<file path="src/dcc_pkg.sv">
// Purpose: shared constants for the dual channel conversion configuration bank
// Assumes: command codes arrive already decoded from the management bus framer
// Notes: values after reset equal the stored power-on defaults of each register
`default_nettype none
package dcc_pkg;
   // command codes
   localparam logic [7:0] DCC_CMD_SWITCHING_RATE = 8'h33;
   localparam logic [7:0] DCC_CMD_CONDUCTION_MODE = 8'hD4;
   localparam logic [7:0] DCC_CMD_PHASE_COUPLING = 8'hF5;
   localparam logic [7:0] DCC_CMD_SOFT_RESET = 8'hFD;
   localparam logic [7:0] DCC_PAGE_ALL = 8'hFF;
   // values after reset
   localparam logic [15:0] DCC_SWITCHING_RATE_RESET = 16'hFABC;
   localparam logic [7:0] DCC_CONDUCTION_MODE_RESET = 8'hC1;
   localparam logic [7:0] DCC_PHASE_COUPLING_RESET = 8'h10;
   // conduction mode fields
   localparam int DCC_CM_ILIMIT_HIGH_BIT = 7;
   localparam int DCC_CM_SERVO_BIT = 6;
   localparam int DCC_CM_VRANGE_LOW_BIT = 1;
   localparam int DCC_CM_CONTINUOUS_BIT = 0;
   localparam logic [7:0] DCC_CM_WRITABLE_MASK = 8'hC3;
   // phase and coupling fields
   localparam int DCC_PC_COUPLE_BIT = 7;
   localparam int DCC_PC_SHARE_CLK_BIT = 4;
   localparam int DCC_PC_PHASE_LSB = 0;
   localparam int DCC_PC_PHASE_W = 3;
   localparam logic [7:0] DCC_PC_WRITABLE_MASK = 8'h97;
   localparam logic [2:0] DCC_PHASE_CODE_MAX = 3'h6;
   // phase offsets in degrees, channel 0 then channel 1, per code
   localparam int DCC_PHASE_COUNT = 7;
   localparam logic [8:0] DCC_PHASE_CH0_DEG [DCC_PHASE_COUNT] = '{
      9'h000, 9'h05A, 9'h000, 9'h000, 9'h078, 9'h03C, 9'h078};
   localparam logic [8:0] DCC_PHASE_CH1_DEG [DCC_PHASE_COUNT] = '{
      9'h0B4, 9'h10E, 9'h0F0, 9'h078, 9'h0F0, 9'h0F0, 9'h12C};
   // synchroniser depth
   localparam int DCC_SYNC_STAGES = 2;
   typedef logic [7:0] dcc_byte_type;
   typedef enum logic [1:0] {DCC_RD_NONE, DCC_RD_DATA, DCC_RD_REFUSED} dcc_rd_type;
endpackage : dcc_pkg
`default_nettype wire

</file>
<file path="src/dcc_chan_if.sv">
// Purpose: carrier between the bank and one channel's conduction logic
// Assumes: one instance per channel, same clock as the bank
// Notes: bank drives writes and channel state, channel returns its register
`timescale 1ns/100ps
`default_nettype none
interface dcc_chan_if;
   import dcc_pkg::*;
   logic wr_stb; // one-cycle write of conduction mode
   dcc_byte_type wr_data; // written byte
   logic soft_rst; // return to defaults
   logic chan_on; // channel running
   logic ramp_up; // ramping on
   logic ramp_down; // ramping off
   dcc_byte_type mode; // stored register value
   logic vrange_refused; // range change refused pulse
   logic ilimit_high; // high current range
   logic servo_active; // servo allowed now
   logic vrange_low; // low voltage range
   logic continuous; // effective conduction mode
   modport bank (output wr_stb, wr_data, soft_rst, chan_on, ramp_up, ramp_down,
      input mode, vrange_refused, ilimit_high, servo_active, vrange_low, continuous);
   modport chan (input wr_stb, wr_data, soft_rst, chan_on, ramp_up, ramp_down,
      output mode, vrange_refused, ilimit_high, servo_active, vrange_low, continuous);
endinterface : dcc_chan_if
`default_nettype wire

</file>
<file path="src/dcc_channel.sv">
// Purpose: conduction mode register and its effects for one channel
// Assumes: writes arrive as single-cycle strobes from the bank
// Notes: outputs other than the refusal pulse are registered from the next value and change on the same edge as the stored value
`timescale 1ns/100ps
`default_nettype none
module dcc_channel
   import dcc_pkg::*;
(
   input wire logic clk_in, // 25 MHz clock
   input wire logic rst_n_in, // async reset, active low
   dcc_chan_if.chan bus // bank side
);
   logic vrange_change;
   logic vrange_locked;
   dcc_byte_type masked_data;
   dcc_byte_type next_mode;

   // reserved bits forced to zero, range bit held while running
   assign masked_data = bus.wr_data & DCC_CM_WRITABLE_MASK;
   assign vrange_change = masked_data[DCC_CM_VRANGE_LOW_BIT] != bus.mode[DCC_CM_VRANGE_LOW_BIT];
   assign vrange_locked = bus.chan_on && vrange_change;
   always_comb
   begin
      next_mode = bus.mode;
      if (bus.soft_rst)
      begin
         next_mode = DCC_CONDUCTION_MODE_RESET;
      end
      else if (bus.wr_stb)
      begin
         next_mode = masked_data;
         if (vrange_locked)
         begin
            next_mode[DCC_CM_VRANGE_LOW_BIT] = bus.mode[DCC_CM_VRANGE_LOW_BIT];
         end
      end
   end

   // register and derived controls
   always_ff @(posedge clk_in or negedge rst_n_in)
   begin
      if (!rst_n_in)
      begin
         bus.mode <= DCC_CONDUCTION_MODE_RESET;
         bus.vrange_refused <= 1'b0;
         bus.ilimit_high <= 1'b0;
         bus.servo_active <= 1'b0;
         bus.vrange_low <= 1'b0;
         bus.continuous <= 1'b0;
      end
      else
      begin
         bus.mode <= next_mode;
         bus.vrange_refused <= bus.wr_stb && !bus.soft_rst && vrange_locked;
         bus.ilimit_high <= next_mode[DCC_CM_ILIMIT_HIGH_BIT];
         // servo only in steady on state
         bus.servo_active <= next_mode[DCC_CM_SERVO_BIT] && bus.chan_on
            && !bus.ramp_up && !bus.ramp_down;
         bus.vrange_low <= next_mode[DCC_CM_VRANGE_LOW_BIT];
         // ramping on forces pulse skipping
         bus.continuous <= next_mode[DCC_CM_CONTINUOUS_BIT] && !bus.ramp_up;
      end
   end
endmodule : dcc_channel
`default_nettype wire

</file>
<file path="src/dcc_top.sv">
// Purpose: configuration bank for a two channel step-down controller
// Assumes: a bus framer hands over decoded command, page and data, one strobe each
// Notes: run pins and input voltage comparators are asynchronous and are synchronised
`timescale 1ns/100ps
`default_nettype none
module dcc_top
   import dcc_pkg::*;
(
   input wire logic clk_in, // 25 MHz clock
   input wire logic rst_n_in, // async reset, active low
   input wire logic cmd_wr_in, // write command strobe
   input wire logic cmd_rd_in, // read command strobe
   input wire logic [7:0] cmd_code_in, // command code
   input wire logic [7:0] page_in, // current page, 0xFF for all
   input wire logic [15:0] wr_data_in, // write data, bytes in low lane
   input wire logic clear_faults_in, // clears the sticky busy flag
   input wire logic [1:0] run_pin_in, // run pins, asynchronous
   input wire logic [1:0] cmd_on_in, // channel commanded on
   input wire logic [1:0] ramp_up_in, // channel ramping on
   input wire logic [1:0] ramp_down_in, // channel ramping off
   input wire logic vin_above_on_in, // input above turn-on, asynchronous
   input wire logic vin_below_off_in, // input below turn-off, asynchronous
   input wire logic share_clk_in, // share clock pin level
   output logic [15:0] rd_data_out, // read data
   output logic rd_valid_out, // read data valid pulse
   output logic busy_fault_out, // busy fault event pulse
   output logic busy_flag_out, // sticky busy status
   output logic cml_fault_out, // unsupported command pulse
   output logic soft_reset_out, // soft reset pulse
   output logic [1:0] ilimit_high_out, // high current range per channel
   output logic [1:0] servo_active_out, // servo running per channel
   output logic [1:0] vrange_low_out, // low voltage range per channel
   output logic [1:0] continuous_out, // forced continuous per channel
   output logic [15:0] switching_rate_out, // switching rate word
   output logic [8:0] phase0_deg_out, // channel 0 phase degrees
   output logic [8:0] phase1_deg_out, // channel 1 phase degrees
   output logic ea_coupled_out, // amplifiers coupled
   output logic share_clk_out, // share clock drive level
   output logic share_clk_oe_n_out, // share clock enable, low drives
   output logic share_clk_level_out // synchronised pin level
);
   // synchroniser stages
   logic [1:0] run_meta;
   logic [1:0] run_sync;
   logic [1:0] vin_meta;
   logic [1:0] vin_sync;
   logic share_meta;
   logic share_sync;
   // stored registers
   logic [15:0] switching_rate_setting;
   dcc_byte_type phase_and_coupling_config;
   // share clock state
   logic vin_ever_up;
   logic vin_released;
   logic share_pull;
   // decode
   logic [1:0] chan_on;
   logic device_running;
   logic hit_rate;
   logic hit_mode;
   logic hit_phase;
   logic hit_reset;
   logic known_cmd;
   logic [1:0] page_sel;
   logic page_valid;
   logic wr_rate;
   logic wr_phase;
   logic wr_reset;
   logic busy_rate;
   logic busy_phase;
   logic phase_bad;
   logic wr_bad;
   logic rd_bad;
   logic [1:0] vrange_refused;
   logic busy_event;
   logic soft_rst;
   dcc_byte_type phase_masked;
   logic [2:0] phase_code;
   dcc_byte_type mode_rd;
   dcc_rd_type rd_kind;
   logic [15:0] next_rd_data;
   logic [8:0] next_phase0;
   logic [8:0] next_phase1;

   dcc_chan_if chan_bus [2] ();

   // two-stage synchronisers for asynchronous inputs
   always_ff @(posedge clk_in or negedge rst_n_in)
   begin
      if (!rst_n_in)
      begin
         run_meta <= 2'h0;
         run_sync <= 2'h0;
         vin_meta <= 2'h0;
         vin_sync <= 2'h0;
         share_meta <= 1'b0;
         share_sync <= 1'b0;
      end
      else
      begin
         run_meta <= run_pin_in;
         run_sync <= run_meta;
         vin_meta <= {vin_below_off_in, vin_above_on_in};
         vin_sync <= vin_meta;
         share_meta <= share_clk_in;
         share_sync <= share_meta;
      end
   end

   // running means run pin high and commanded on
   assign chan_on = run_sync & cmd_on_in;
   assign device_running = |chan_on;

   // command decode
   assign hit_rate = cmd_code_in == DCC_CMD_SWITCHING_RATE;
   assign hit_mode = cmd_code_in == DCC_CMD_CONDUCTION_MODE;
   assign hit_phase = cmd_code_in == DCC_CMD_PHASE_COUPLING;
   assign hit_reset = cmd_code_in == DCC_CMD_SOFT_RESET;
   assign known_cmd = hit_rate || hit_mode || hit_phase || hit_reset;
   assign page_valid = (page_in == 8'h00) || (page_in == 8'h01) || (page_in == DCC_PAGE_ALL);
   assign page_sel[0] = (page_in == 8'h00) || (page_in == DCC_PAGE_ALL);
   assign page_sel[1] = (page_in == 8'h01) || (page_in == DCC_PAGE_ALL);

   // phase write validation, reserved bits dropped
   assign phase_masked = wr_data_in[7:0] & DCC_PC_WRITABLE_MASK;
   assign phase_code = phase_masked[DCC_PC_PHASE_LSB +: DCC_PC_PHASE_W];
   assign phase_bad = phase_code > DCC_PHASE_CODE_MAX;

   // accepted writes and refusals
   assign wr_reset = cmd_wr_in && hit_reset;
   assign busy_rate = cmd_wr_in && hit_rate && device_running;
   assign busy_phase = cmd_wr_in && hit_phase && device_running;
   assign wr_rate = cmd_wr_in && hit_rate && !device_running;
   assign wr_phase = cmd_wr_in && hit_phase && !device_running && !phase_bad;
   assign wr_bad = cmd_wr_in && (!known_cmd || (hit_mode && !page_valid)
      || (hit_phase && !device_running && phase_bad));
   assign rd_bad = cmd_rd_in && (!known_cmd || hit_reset || (hit_mode && !page_valid));
   assign busy_event = busy_rate || busy_phase || (|vrange_refused);
   assign soft_rst = wr_reset;

   // per-channel conduction logic
   generate
      for (genvar g = 0; g < 2; g++)
      begin : g_chan
         assign chan_bus[g].wr_stb = cmd_wr_in && hit_mode && page_sel[g];
         assign chan_bus[g].wr_data = wr_data_in[7:0];
         assign chan_bus[g].soft_rst = soft_rst;
         assign chan_bus[g].chan_on = chan_on[g];
         assign chan_bus[g].ramp_up = ramp_up_in[g];
         assign chan_bus[g].ramp_down = ramp_down_in[g];
         assign vrange_refused[g] = chan_bus[g].vrange_refused;
         assign ilimit_high_out[g] = chan_bus[g].ilimit_high;
         assign servo_active_out[g] = chan_bus[g].servo_active;
         assign vrange_low_out[g] = chan_bus[g].vrange_low;
         assign continuous_out[g] = chan_bus[g].continuous;
         dcc_channel u_chan (
            .clk_in(clk_in),
            .rst_n_in(rst_n_in),
            .bus(chan_bus[g].chan)
         );
      end
   endgenerate

   // paged read picks channel 1 only when page 1 is selected
   assign mode_rd = (page_in == 8'h01) ? chan_bus[1].mode : chan_bus[0].mode;

   // read answer selection
   always_comb
   begin
      next_rd_data = 16'h0000;
      rd_kind = DCC_RD_NONE;
      if (cmd_rd_in)
      begin
         rd_kind = rd_bad ? DCC_RD_REFUSED : DCC_RD_DATA;
         if (hit_rate)
         begin
            next_rd_data = switching_rate_setting;
         end
         else if (hit_mode && page_valid)
         begin
            next_rd_data = {8'h00, mode_rd};
         end
         else if (hit_phase)
         begin
            next_rd_data = {8'h00, phase_and_coupling_config};
         end
      end
   end

   // phase offset lookup
   assign next_phase0 = DCC_PHASE_CH0_DEG[phase_and_coupling_config[DCC_PC_PHASE_LSB +:
      DCC_PC_PHASE_W]];
   assign next_phase1 = DCC_PHASE_CH1_DEG[phase_and_coupling_config[DCC_PC_PHASE_LSB +:
      DCC_PC_PHASE_W]];

   // shared registers
   always_ff @(posedge clk_in or negedge rst_n_in)
   begin
      if (!rst_n_in)
      begin
         switching_rate_setting <= DCC_SWITCHING_RATE_RESET;
         phase_and_coupling_config <= DCC_PHASE_COUPLING_RESET;
      end
      else if (soft_rst)
      begin
         switching_rate_setting <= DCC_SWITCHING_RATE_RESET;
         phase_and_coupling_config <= DCC_PHASE_COUPLING_RESET;
      end
      else
      begin
         if (wr_rate)
         begin
            switching_rate_setting <= wr_data_in;
         end
         if (wr_phase)
         begin
            phase_and_coupling_config <= phase_masked;
         end
      end
   end

   // input voltage tracking for the share clock pin
   always_ff @(posedge clk_in or negedge rst_n_in)
   begin
      if (!rst_n_in)
      begin
         vin_ever_up <= 1'b0;
         vin_released <= 1'b0;
      end
      else
      begin
         if (vin_sync[0])
         begin
            vin_ever_up <= 1'b1;
         end
         if (vin_sync[0])
         begin
            vin_released <= 1'b1;
         end
         else if (vin_sync[1])
         begin
            vin_released <= 1'b0;
         end
      end
   end

   // pull low decision depends on the share clock enable bit
   assign share_pull = phase_and_coupling_config[DCC_PC_SHARE_CLK_BIT]
      ? !vin_released
      : !vin_ever_up;

   // outputs and event flags
   always_ff @(posedge clk_in or negedge rst_n_in)
   begin
      if (!rst_n_in)
      begin
         rd_data_out <= 16'h0000;
         rd_valid_out <= 1'b0;
         busy_fault_out <= 1'b0;
         busy_flag_out <= 1'b0;
         cml_fault_out <= 1'b0;
         soft_reset_out <= 1'b0;
         switching_rate_out <= DCC_SWITCHING_RATE_RESET;
         phase0_deg_out <= 9'h000;
         phase1_deg_out <= 9'h000;
         ea_coupled_out <= 1'b0;
         share_clk_oe_n_out <= 1'b0;
         share_clk_level_out <= 1'b0;
      end
      else
      begin
         rd_data_out <= next_rd_data;
         rd_valid_out <= rd_kind == DCC_RD_DATA;
         busy_fault_out <= busy_event;
         // a new busy event wins over a clear in the same cycle
         if (busy_event)
         begin
            busy_flag_out <= 1'b1;
         end
         else if (clear_faults_in || soft_rst)
         begin
            busy_flag_out <= 1'b0;
         end
         cml_fault_out <= wr_bad || (rd_kind == DCC_RD_REFUSED);
         soft_reset_out <= soft_rst;
         switching_rate_out <= switching_rate_setting;
         phase0_deg_out <= next_phase0;
         phase1_deg_out <= next_phase1;
         ea_coupled_out <= phase_and_coupling_config[DCC_PC_COUPLE_BIT];
         share_clk_oe_n_out <= !share_pull;
         share_clk_level_out <= share_sync;
      end
   end

   // open drain pin only ever drives low
   assign share_clk_out = 1'b0;
endmodule : dcc_top
`default_nettype wire

</file>
<file path="config.mk">
export PLATFORM = sky130hd
export DESIGN_NAME = dcc_top
export DESIGN_NICKNAME = d
export VERILOG_FILES = /design/src/dcc_pkg.sv /design/src/dcc_chan_if.sv /design/src/dcc_channel.sv /design/src/dcc_top.sv
export SDC_FILE = /design/constraint.sdc
export NUM_CORES = 1
export LEC_CHECK = 0
export CAP_MARGIN = 20
export CORE_MARGIN = 1.5
export CORE_UTILIZATION = 39
export CTS_CLUSTER_SIZE = 20
export DETAILED_ROUTE_END_ITERATION = 8
export DONT_BUFFER_PORTS = 1
export GPL_TIMING_DRIVEN = 0
export RECOVER_POWER = 50
export SYNTH_ARGS = -nofsm -noshare
export SYNTH_HDL_FRONTEND = slang
export SYNTH_HIERARCHICAL = 1
export SYNTH_SLANG_ARGS = --single-unit
</file>
<file path="constraint.sdc">
create_clock -name clk_in -period 3.5 [get_ports clk_in]
set_input_delay 0.875 -clock clk_in [delete_from_list [all_inputs] [get_ports clk_in]]
set_output_delay 0.875 -clock clk_in [all_outputs]
set_load 0.02 [all_outputs]
</file>
==> results of run 1 <==
-- layout by cell type, fill, tap and decap left out, types with 2 or more instances in the layout --
cell type,count
a211o_1,2
a211o_2,4
a21o_1,2
a21oi_1,4
and2_1,2
and2b_2,2
and3_1,10
buf_4,28
clkbuf_1,7
clkbuf_8,10
clkinvlp_4,2
conb_1,13
dfrtp_1,72
dfstp_1,11
dfstp_2,18
inv_1,9
inv_6,2
mux2i_1,30
nand2_1,28
nand2b_1,4
nand4_1,7
nor2_1,19
nor2b_1,8
nor3_1,6
o211a_1,5
o21ai_0,5
o21ai_1,3
o221ai_1,2
or2_2,3
or4_4,2
xnor2_1,3
-- flip-flops by register name (all words and copies together) (netlist names), 4 cells and up --
register	count
phase0_deg_out	4
switching_rate_out	16
rd_data_out	16
switching_rate_setting	16
phase_and_coupling_config	5
phase1_deg_out	8
g_chan.u_chan/bus.mode	8
-- routing by layer --
| layer | global-route usage [%] | up-vias | part of all wire (%) |
|---|---|---|---|
| li1 | - | 1082 | - |
| met1 | 21.76 | 1193 | 45 |
| met2 | 25.21 | 82 | 48 |
| met4 | 5.655 | 0 | 1.2 |
| met5 | 0 | - | 0 |
| met3 | 4.637 | 8 | 5.8 |
-- area by class of cell --
| cell class | count | area, um^2 |
|---|---|---|
| clock inverters | 5 | 41.29 |
| well taps | 133 | 166.4 |
| multi-input cells | 182 | 1192 |
| fillers | 929 | 5443 |
| plain buffers | 33 | 222.7 |
| clock buffers | 11 | 141.4 |
| repair buffers | 2 | 15.01 |
| flip-flops and latches | 101 | 2564 |
| inverters | 9 | 33.78 |
-- report_power, final --
part	internal (mW)	switching, mW
Clock	0.285	0.414
Sequential	1.25	0.0592
Combinational	0.0466	0.0469
Total	1.58	0.520
-- cell families after synthesis --
group	after synthesis	synth area share, %
xor gates and xnor gates	3	0.6611
buffers and inverters	42	6.452
muxes	31	7.838
DFF	101	64.49
other	3	0.2833
and+or+nand+nor	101	13.60
AOI/OAI and AO/OA	34	6.673
-- how the worst max path moves through the flow --
stage	start	to	slack, ns	depth (start not counted)
global placement	page_in[5]	g_chan[1].u_chan/bus.ilimit_high	0.07	6
CTS	page_in[5]	g_chan[1].u_chan/bus.ilimit_high	0.51	6
finish	page_in[5]	g_chan[1].u_chan/bus.ilimit_high	0.49	6
global route	page_in[5]	g_chan[1].u_chan/bus.ilimit_high	0.38	6
detailed placement	page_in[5]	g_chan[1].u_chan/bus.ilimit_high	0.11	6
floorplan	page_in[5]	g_chan[1].u_chan/bus.ilimit_high	0.39	6
==> impl_metrics.csv, run 1 <==
group,metric,value,unit
timing,max_freq,0.3328,GHz
power,power.total,2.097,mW
run_status,status,"finished, final reports clean",
critical_path,rr_worst_depth,7,
routing,ant_nets,0,
placement,postPlaceCellArea,4194,um^2
cts,cts_resized,0,
timing,hold_viol,0,
yosys,seq_area_frac_synth,64.49,%
timing,slew_headroom,43.90,%
routing,num_vias,2365,
placement,post-place-ws,0.1055,ns
placement,place_congestion,0.8137,
critical_path,r2r_setup_slack,1.14,ns
timing,period_minus_slack,3.005,ns
flow_run,drv_cap,0,
timing,layout_setup_ws,0.4949,ns
yosys,synth_area_per_cell,12.62,um^2
cts,htreeDepth,3,
yosys,synth_edf_count,0,
critical_path,worstPathCellList,"or4_4, or4_1, buf_2, a21oi_1, and2b_2, a211o_2",
cts,cts_buffers,9,
timing,hold_ws,0.1843,ns
cts,cts_tree,"built",
floorplan,core,9819,um^2
yosys,synth_top_cell_by_area,"dfrtp_1",
layout,fin_nets,386,
cts,clkSinkCount,101,
yosys,synth_top_cell_area_share,45.33,%
yosys,yosysWarnings,6,
global_routing,grt.total_usage,16.22,%
cts,hold_buffers,0,
yosys,yosysMostFrequentCell,"dfrtp_1",
yosys,synth_common_cells,"72 x dfrtp_1, 30 x mux2i_1, 29 x dfstp_2",
critical_path,reg2reg_from,"run_sync[0]",
timing,slew_viol_final,0,
yosys,synth-seq-cells,101,
layout,final_area,4377,um^2
layout,num_antenna_cells,0,
timing,worstMarginPinSlew,0.8351,ns
placement,dpl.hpwl,5.868,mm
cts,clk_path_buf_depth,2,
yosys,synth_flop_cell,"dfrtp_1",
cts,clk_pin_slew,0.10,ns
timing,grt_setup_unrepaired,"no",
placement,dpl.cell_count,460,
yosys,synth.area.top_cells,"dfrtp_1 45%, dfstp_2 19%, mux2i_1 7.6%, buf_4 4.9%, nand2_1 2.6%",
critical_path,cp_num_buf_inv,1,
timing,setup_violations,0,
floorplan,fp.dieW,104.0,um
cts,clock_latency,0.37,ns
layout,utilization,44.57,%
global_routing,antenna_found_initial,0,
routing,post-route-drc-count,0,
critical_path,arrival,3.26,ns
routing,first_iter_violations,87,
power,cellLeakagePower,2.161,nW
routing,drtPass1Iterations,4,
floorplan,initial_core_util,40.48,%
yosys,synth_cells,315,
routing,wire_per_inst,17.72,um
timing,finalSetupTns,0,ns
global_routing,grt_pass1_vias,2390,
floorplan,rows,36,
critical_path,critical_path.endpoint_type,"flip-flop",
critical_path,regToRegEndpoint,"switching_rate_setting[12]",
timing,fin_crit_sh,85.86,%
cts,post_cts_buffers,0,
floorplan,num_io_pins,115,
placement,port_buffers,0,
cts,root_buffer,"clkbuf_8",
power,irDropWorstVdd,235.4,uV
layout,instances_no_fill,476,
global_routing,grt_max_degree,102,
layout,synthToLayoutAreaGrowth,10.10,%
routing,avgViaCountPerCell,4.968,
routing,routed_wl,8.433,mm
yosys,ys_types,46,
critical_path,critical_path.max_stage_delay,0.55,ns
global_routing,grt_overflow,0,
layout,drive_above_1_share,23.03,%
hold_path,hold_class,"in2async",
critical_path,path_max_fanout,9,
critical_path,cp_top_family,"simple AND/OR/NAND/NOR gates",
critical_path,crit_path_top_delay_cell,"a21oi_1",
global_routing,grt_pass1_wl,13.39,mm
yosys,synthArstFlopShare,100.0,%
power,powerDensity,479.2,nW/um^2
floorplan,die_height,104.0,um
critical_path,cp_data_required_time,3.76,ns
floorplan,die_area,10810,um^2
yosys,netlist_area,3975,um^2
timing,fin_skew,0.01406,ns
critical_path,criticalPathCategory,"in2reg",
critical_path,start_kind,"input pin",
Note: power is estimated with default switching activity, not from simulation.
==> inputs of run 2 (changes only) <==
--- a/config.mk
+++ b/config.mk
@@ -12,6 +12,7 @@
 export DETAILED_ROUTE_END_ITERATION = 8
 export DONT_BUFFER_PORTS = 1
 export GPL_TIMING_DRIVEN = 0
+export PLACE_DENSITY = 0.56
 export RECOVER_POWER = 50
 export SYNTH_ARGS = -nofsm -noshare
 export SYNTH_HDL_FRONTEND = slang
==> constraint.sdc (replaced) <==
create_clock -name clk_in -period 3.5 [get_ports clk_in]
set_input_delay 0.875 -clock clk_in [delete_from_list [all_inputs] [get_ports clk_in]]
set_output_delay 0.875 -clock clk_in [all_outputs]
set_load 0.01 [all_outputs]
==> impl_metrics.csv, run 2 (synthesis results as in run 1) <==
group,metric,value,unit
run_status,status,"finished, final reports clean",
floorplan,rows,36,
floorplan,die_height,104.0,um
placement,place_congestion,0.7806,
layout,drive_above_1_share,23.03,%
layout,layout_common_cells,"72 x dfrtp_1, 30 x mux2i_1, 28 x nand2_1, 28 x buf_4, 19 x nor2_1",
power,irDropWorstVdd,176.9,uV
floorplan,core,9819,um^2
cts,cts_buffers,9,
cts,clk_pin_slew,0.10,ns
routing,ant_nets,0,
timing,slew_headroom,47.30,%
global_routing,grt_overflow,0,
timing,hold_ws,0.1986,ns
placement,dpl.hpwl,5.884,mm
critical_path,path_max_fanout,9,
routing,drtPass1Iterations,4,
timing,setup_violations,0,
global_routing,top_usage_layer,"met2",
layout,num_antenna_cells,0,
critical_path,arrival,3.28,ns
floorplan,fp.dieW,104.0,um
critical_path,criticalPathCategory,"in2reg",
global_routing,antenna_found_initial,0,
global_routing,use_met3,4.386,%
routing,post-route-drc-count,0,
timing,finalSetupTns,0,ns
floorplan,die_area,10810,um^2
routing,wire_per_inst,17.80,um
routing,avgViaCountPerCell,4.821,
cts,htreeDepth,3,
cts,cts_tree,"built",
floorplan,num_io_pins,115,
timing,max_freq,0.3291,GHz
layout,final_common_cell,"dfrtp_1",
layout,synthToLayoutAreaGrowth,11.33,%
cts,root_buffer,"clkbuf_8",
critical_path,critical_path.max_stage_delay,0.56,ns
timing,fin_crit_sh,86.81,%
floorplan,initial_core_util,40.48,%
routing,num_vias,2295,
global_routing,grt_max_degree,102,
timing,worstMarginPinSlew,0.7845,ns
flow_run,drv_cap,0,
global_routing,met1_usage,22.09,%
global_routing,grt_pass1_wl,13.71,mm
critical_path,critical_path.endpoint_type,"flip-flop",
layout,top_regs,"rd_data_out (16), switching_rate_out (16), switching_rate_setting (16)",
critical_path,cp_data_required_time,3.75,ns
timing,hold_viol,0,
timing,slew_viol_final,0,
cts,hold_buffers,0,
critical_path,start_kind,"input pin",
timing,grt_setup_unrepaired,"no",
global_routing,grt_pass1_vias,2486,
power,powerDensity,495.4,nW/um^2
power,cellLeakagePower,2.194,nW
cts,clock_latency,0.36,ns
cts,clkSinkCount,101,
cts,clk_path_buf_depth,2,
layout,fin_nets,386,
cts,post_cts_buffers,0,
critical_path,crit_path_top_delay_cell,"a21oi_1",
routing,first_iter_violations,70,
routing,routed_wl,8.474,mm
global_routing,grt.total_usage,16.62,%
timing,fin_skew,0.009719,ns
hold_path,hold_class,"in2async",
cts,cts_resized,0,
global_routing,met2_usage,26.54,%
critical_path,worstPathCellList,"or4_4, or4_1, buf_2, a21oi_1, and2b_2, a211o_2",
timing,period_minus_slack,3.038,ns
placement,port_buffers,0,
run 2: power breakdown:
group | total, mW | internal [mW] | switching [mW]
sequential | 1.29 | 1.24 | 0.0417
combinational | 0.0864 | 0.0463 | 0.0401
clock | 0.820 | 0.413 | 0.407
total | 2.19 | 1.70 | 0.489
run 2: cell type report:
cell class                 count  area (um^2)
clock buffer                  14        216.5
buffer                        33        222.7
sequential                   101         2564
multi-input combinational    182         1192
tap                          133        166.4
fill                         958         5394
inverter                       9        33.78
timing repair buffer           2        15.01
clock inverter                 2        15.01
run 2: metrics by stage:
| stage | setup WS [ns] | cells | power, mW | utilization (%) | cell area [um^2] |
|---|---|---|---|---|---|
| after floorplan | 0.3880 | 325 | 1.378 | - | 4013 |
| after global placement | 0.05574 | 458 | 1.396 | 42.56 | 4179 |
| after detailed placement | 0.07551 | 460 | 1.401 | 42.71 | 4194 |
| after CTS | 0.4711 | 476 | 2.229 | 45.07 | 4425 |
| after global routing | 0.3257 | 476 | 2.284 | 45.07 | 4425 |
| final | 0.4617 | 476 | 2.193 | 45.07 | 4425 |
run 2: final timing paths:
check / from / end / slack [ns] / cells past startpoint
setup / recovery: page_in[5] / g_chan[1].u_chan/bus.ilimit_high / 0.46 / 6
hold reg to reg: share_meta / share_sync / 0.35 / 0
max in group asynchronous: rst_n_in / switching_rate_out[5] / 3.05 / 0
min in group clk_in: share_meta / share_sync / 0.35 / 0
hold / removal: rst_n_in / g_chan[1].u_chan/bus.continuous / 0.20 / 0
setup reg to reg: run_sync[0] / switching_rate_setting[9] / 1.18 / 7
run 2: worst max-delay path, delay by kind of cell:
family	cells	cell delay, ns
buffers and inverters	1	0.25
AO/OA/AOI/OAI	2	0.87
AND/OR/NAND/NOR	3	1.28
run 2: per-layer routing:
layer  part of all wire, %  vias to the layer above
li1                      -                     1077
met3                   5.5                        6
met4                  0.90                        0
met2                    48                       74
met1                    45                     1138
met5                     0                        -
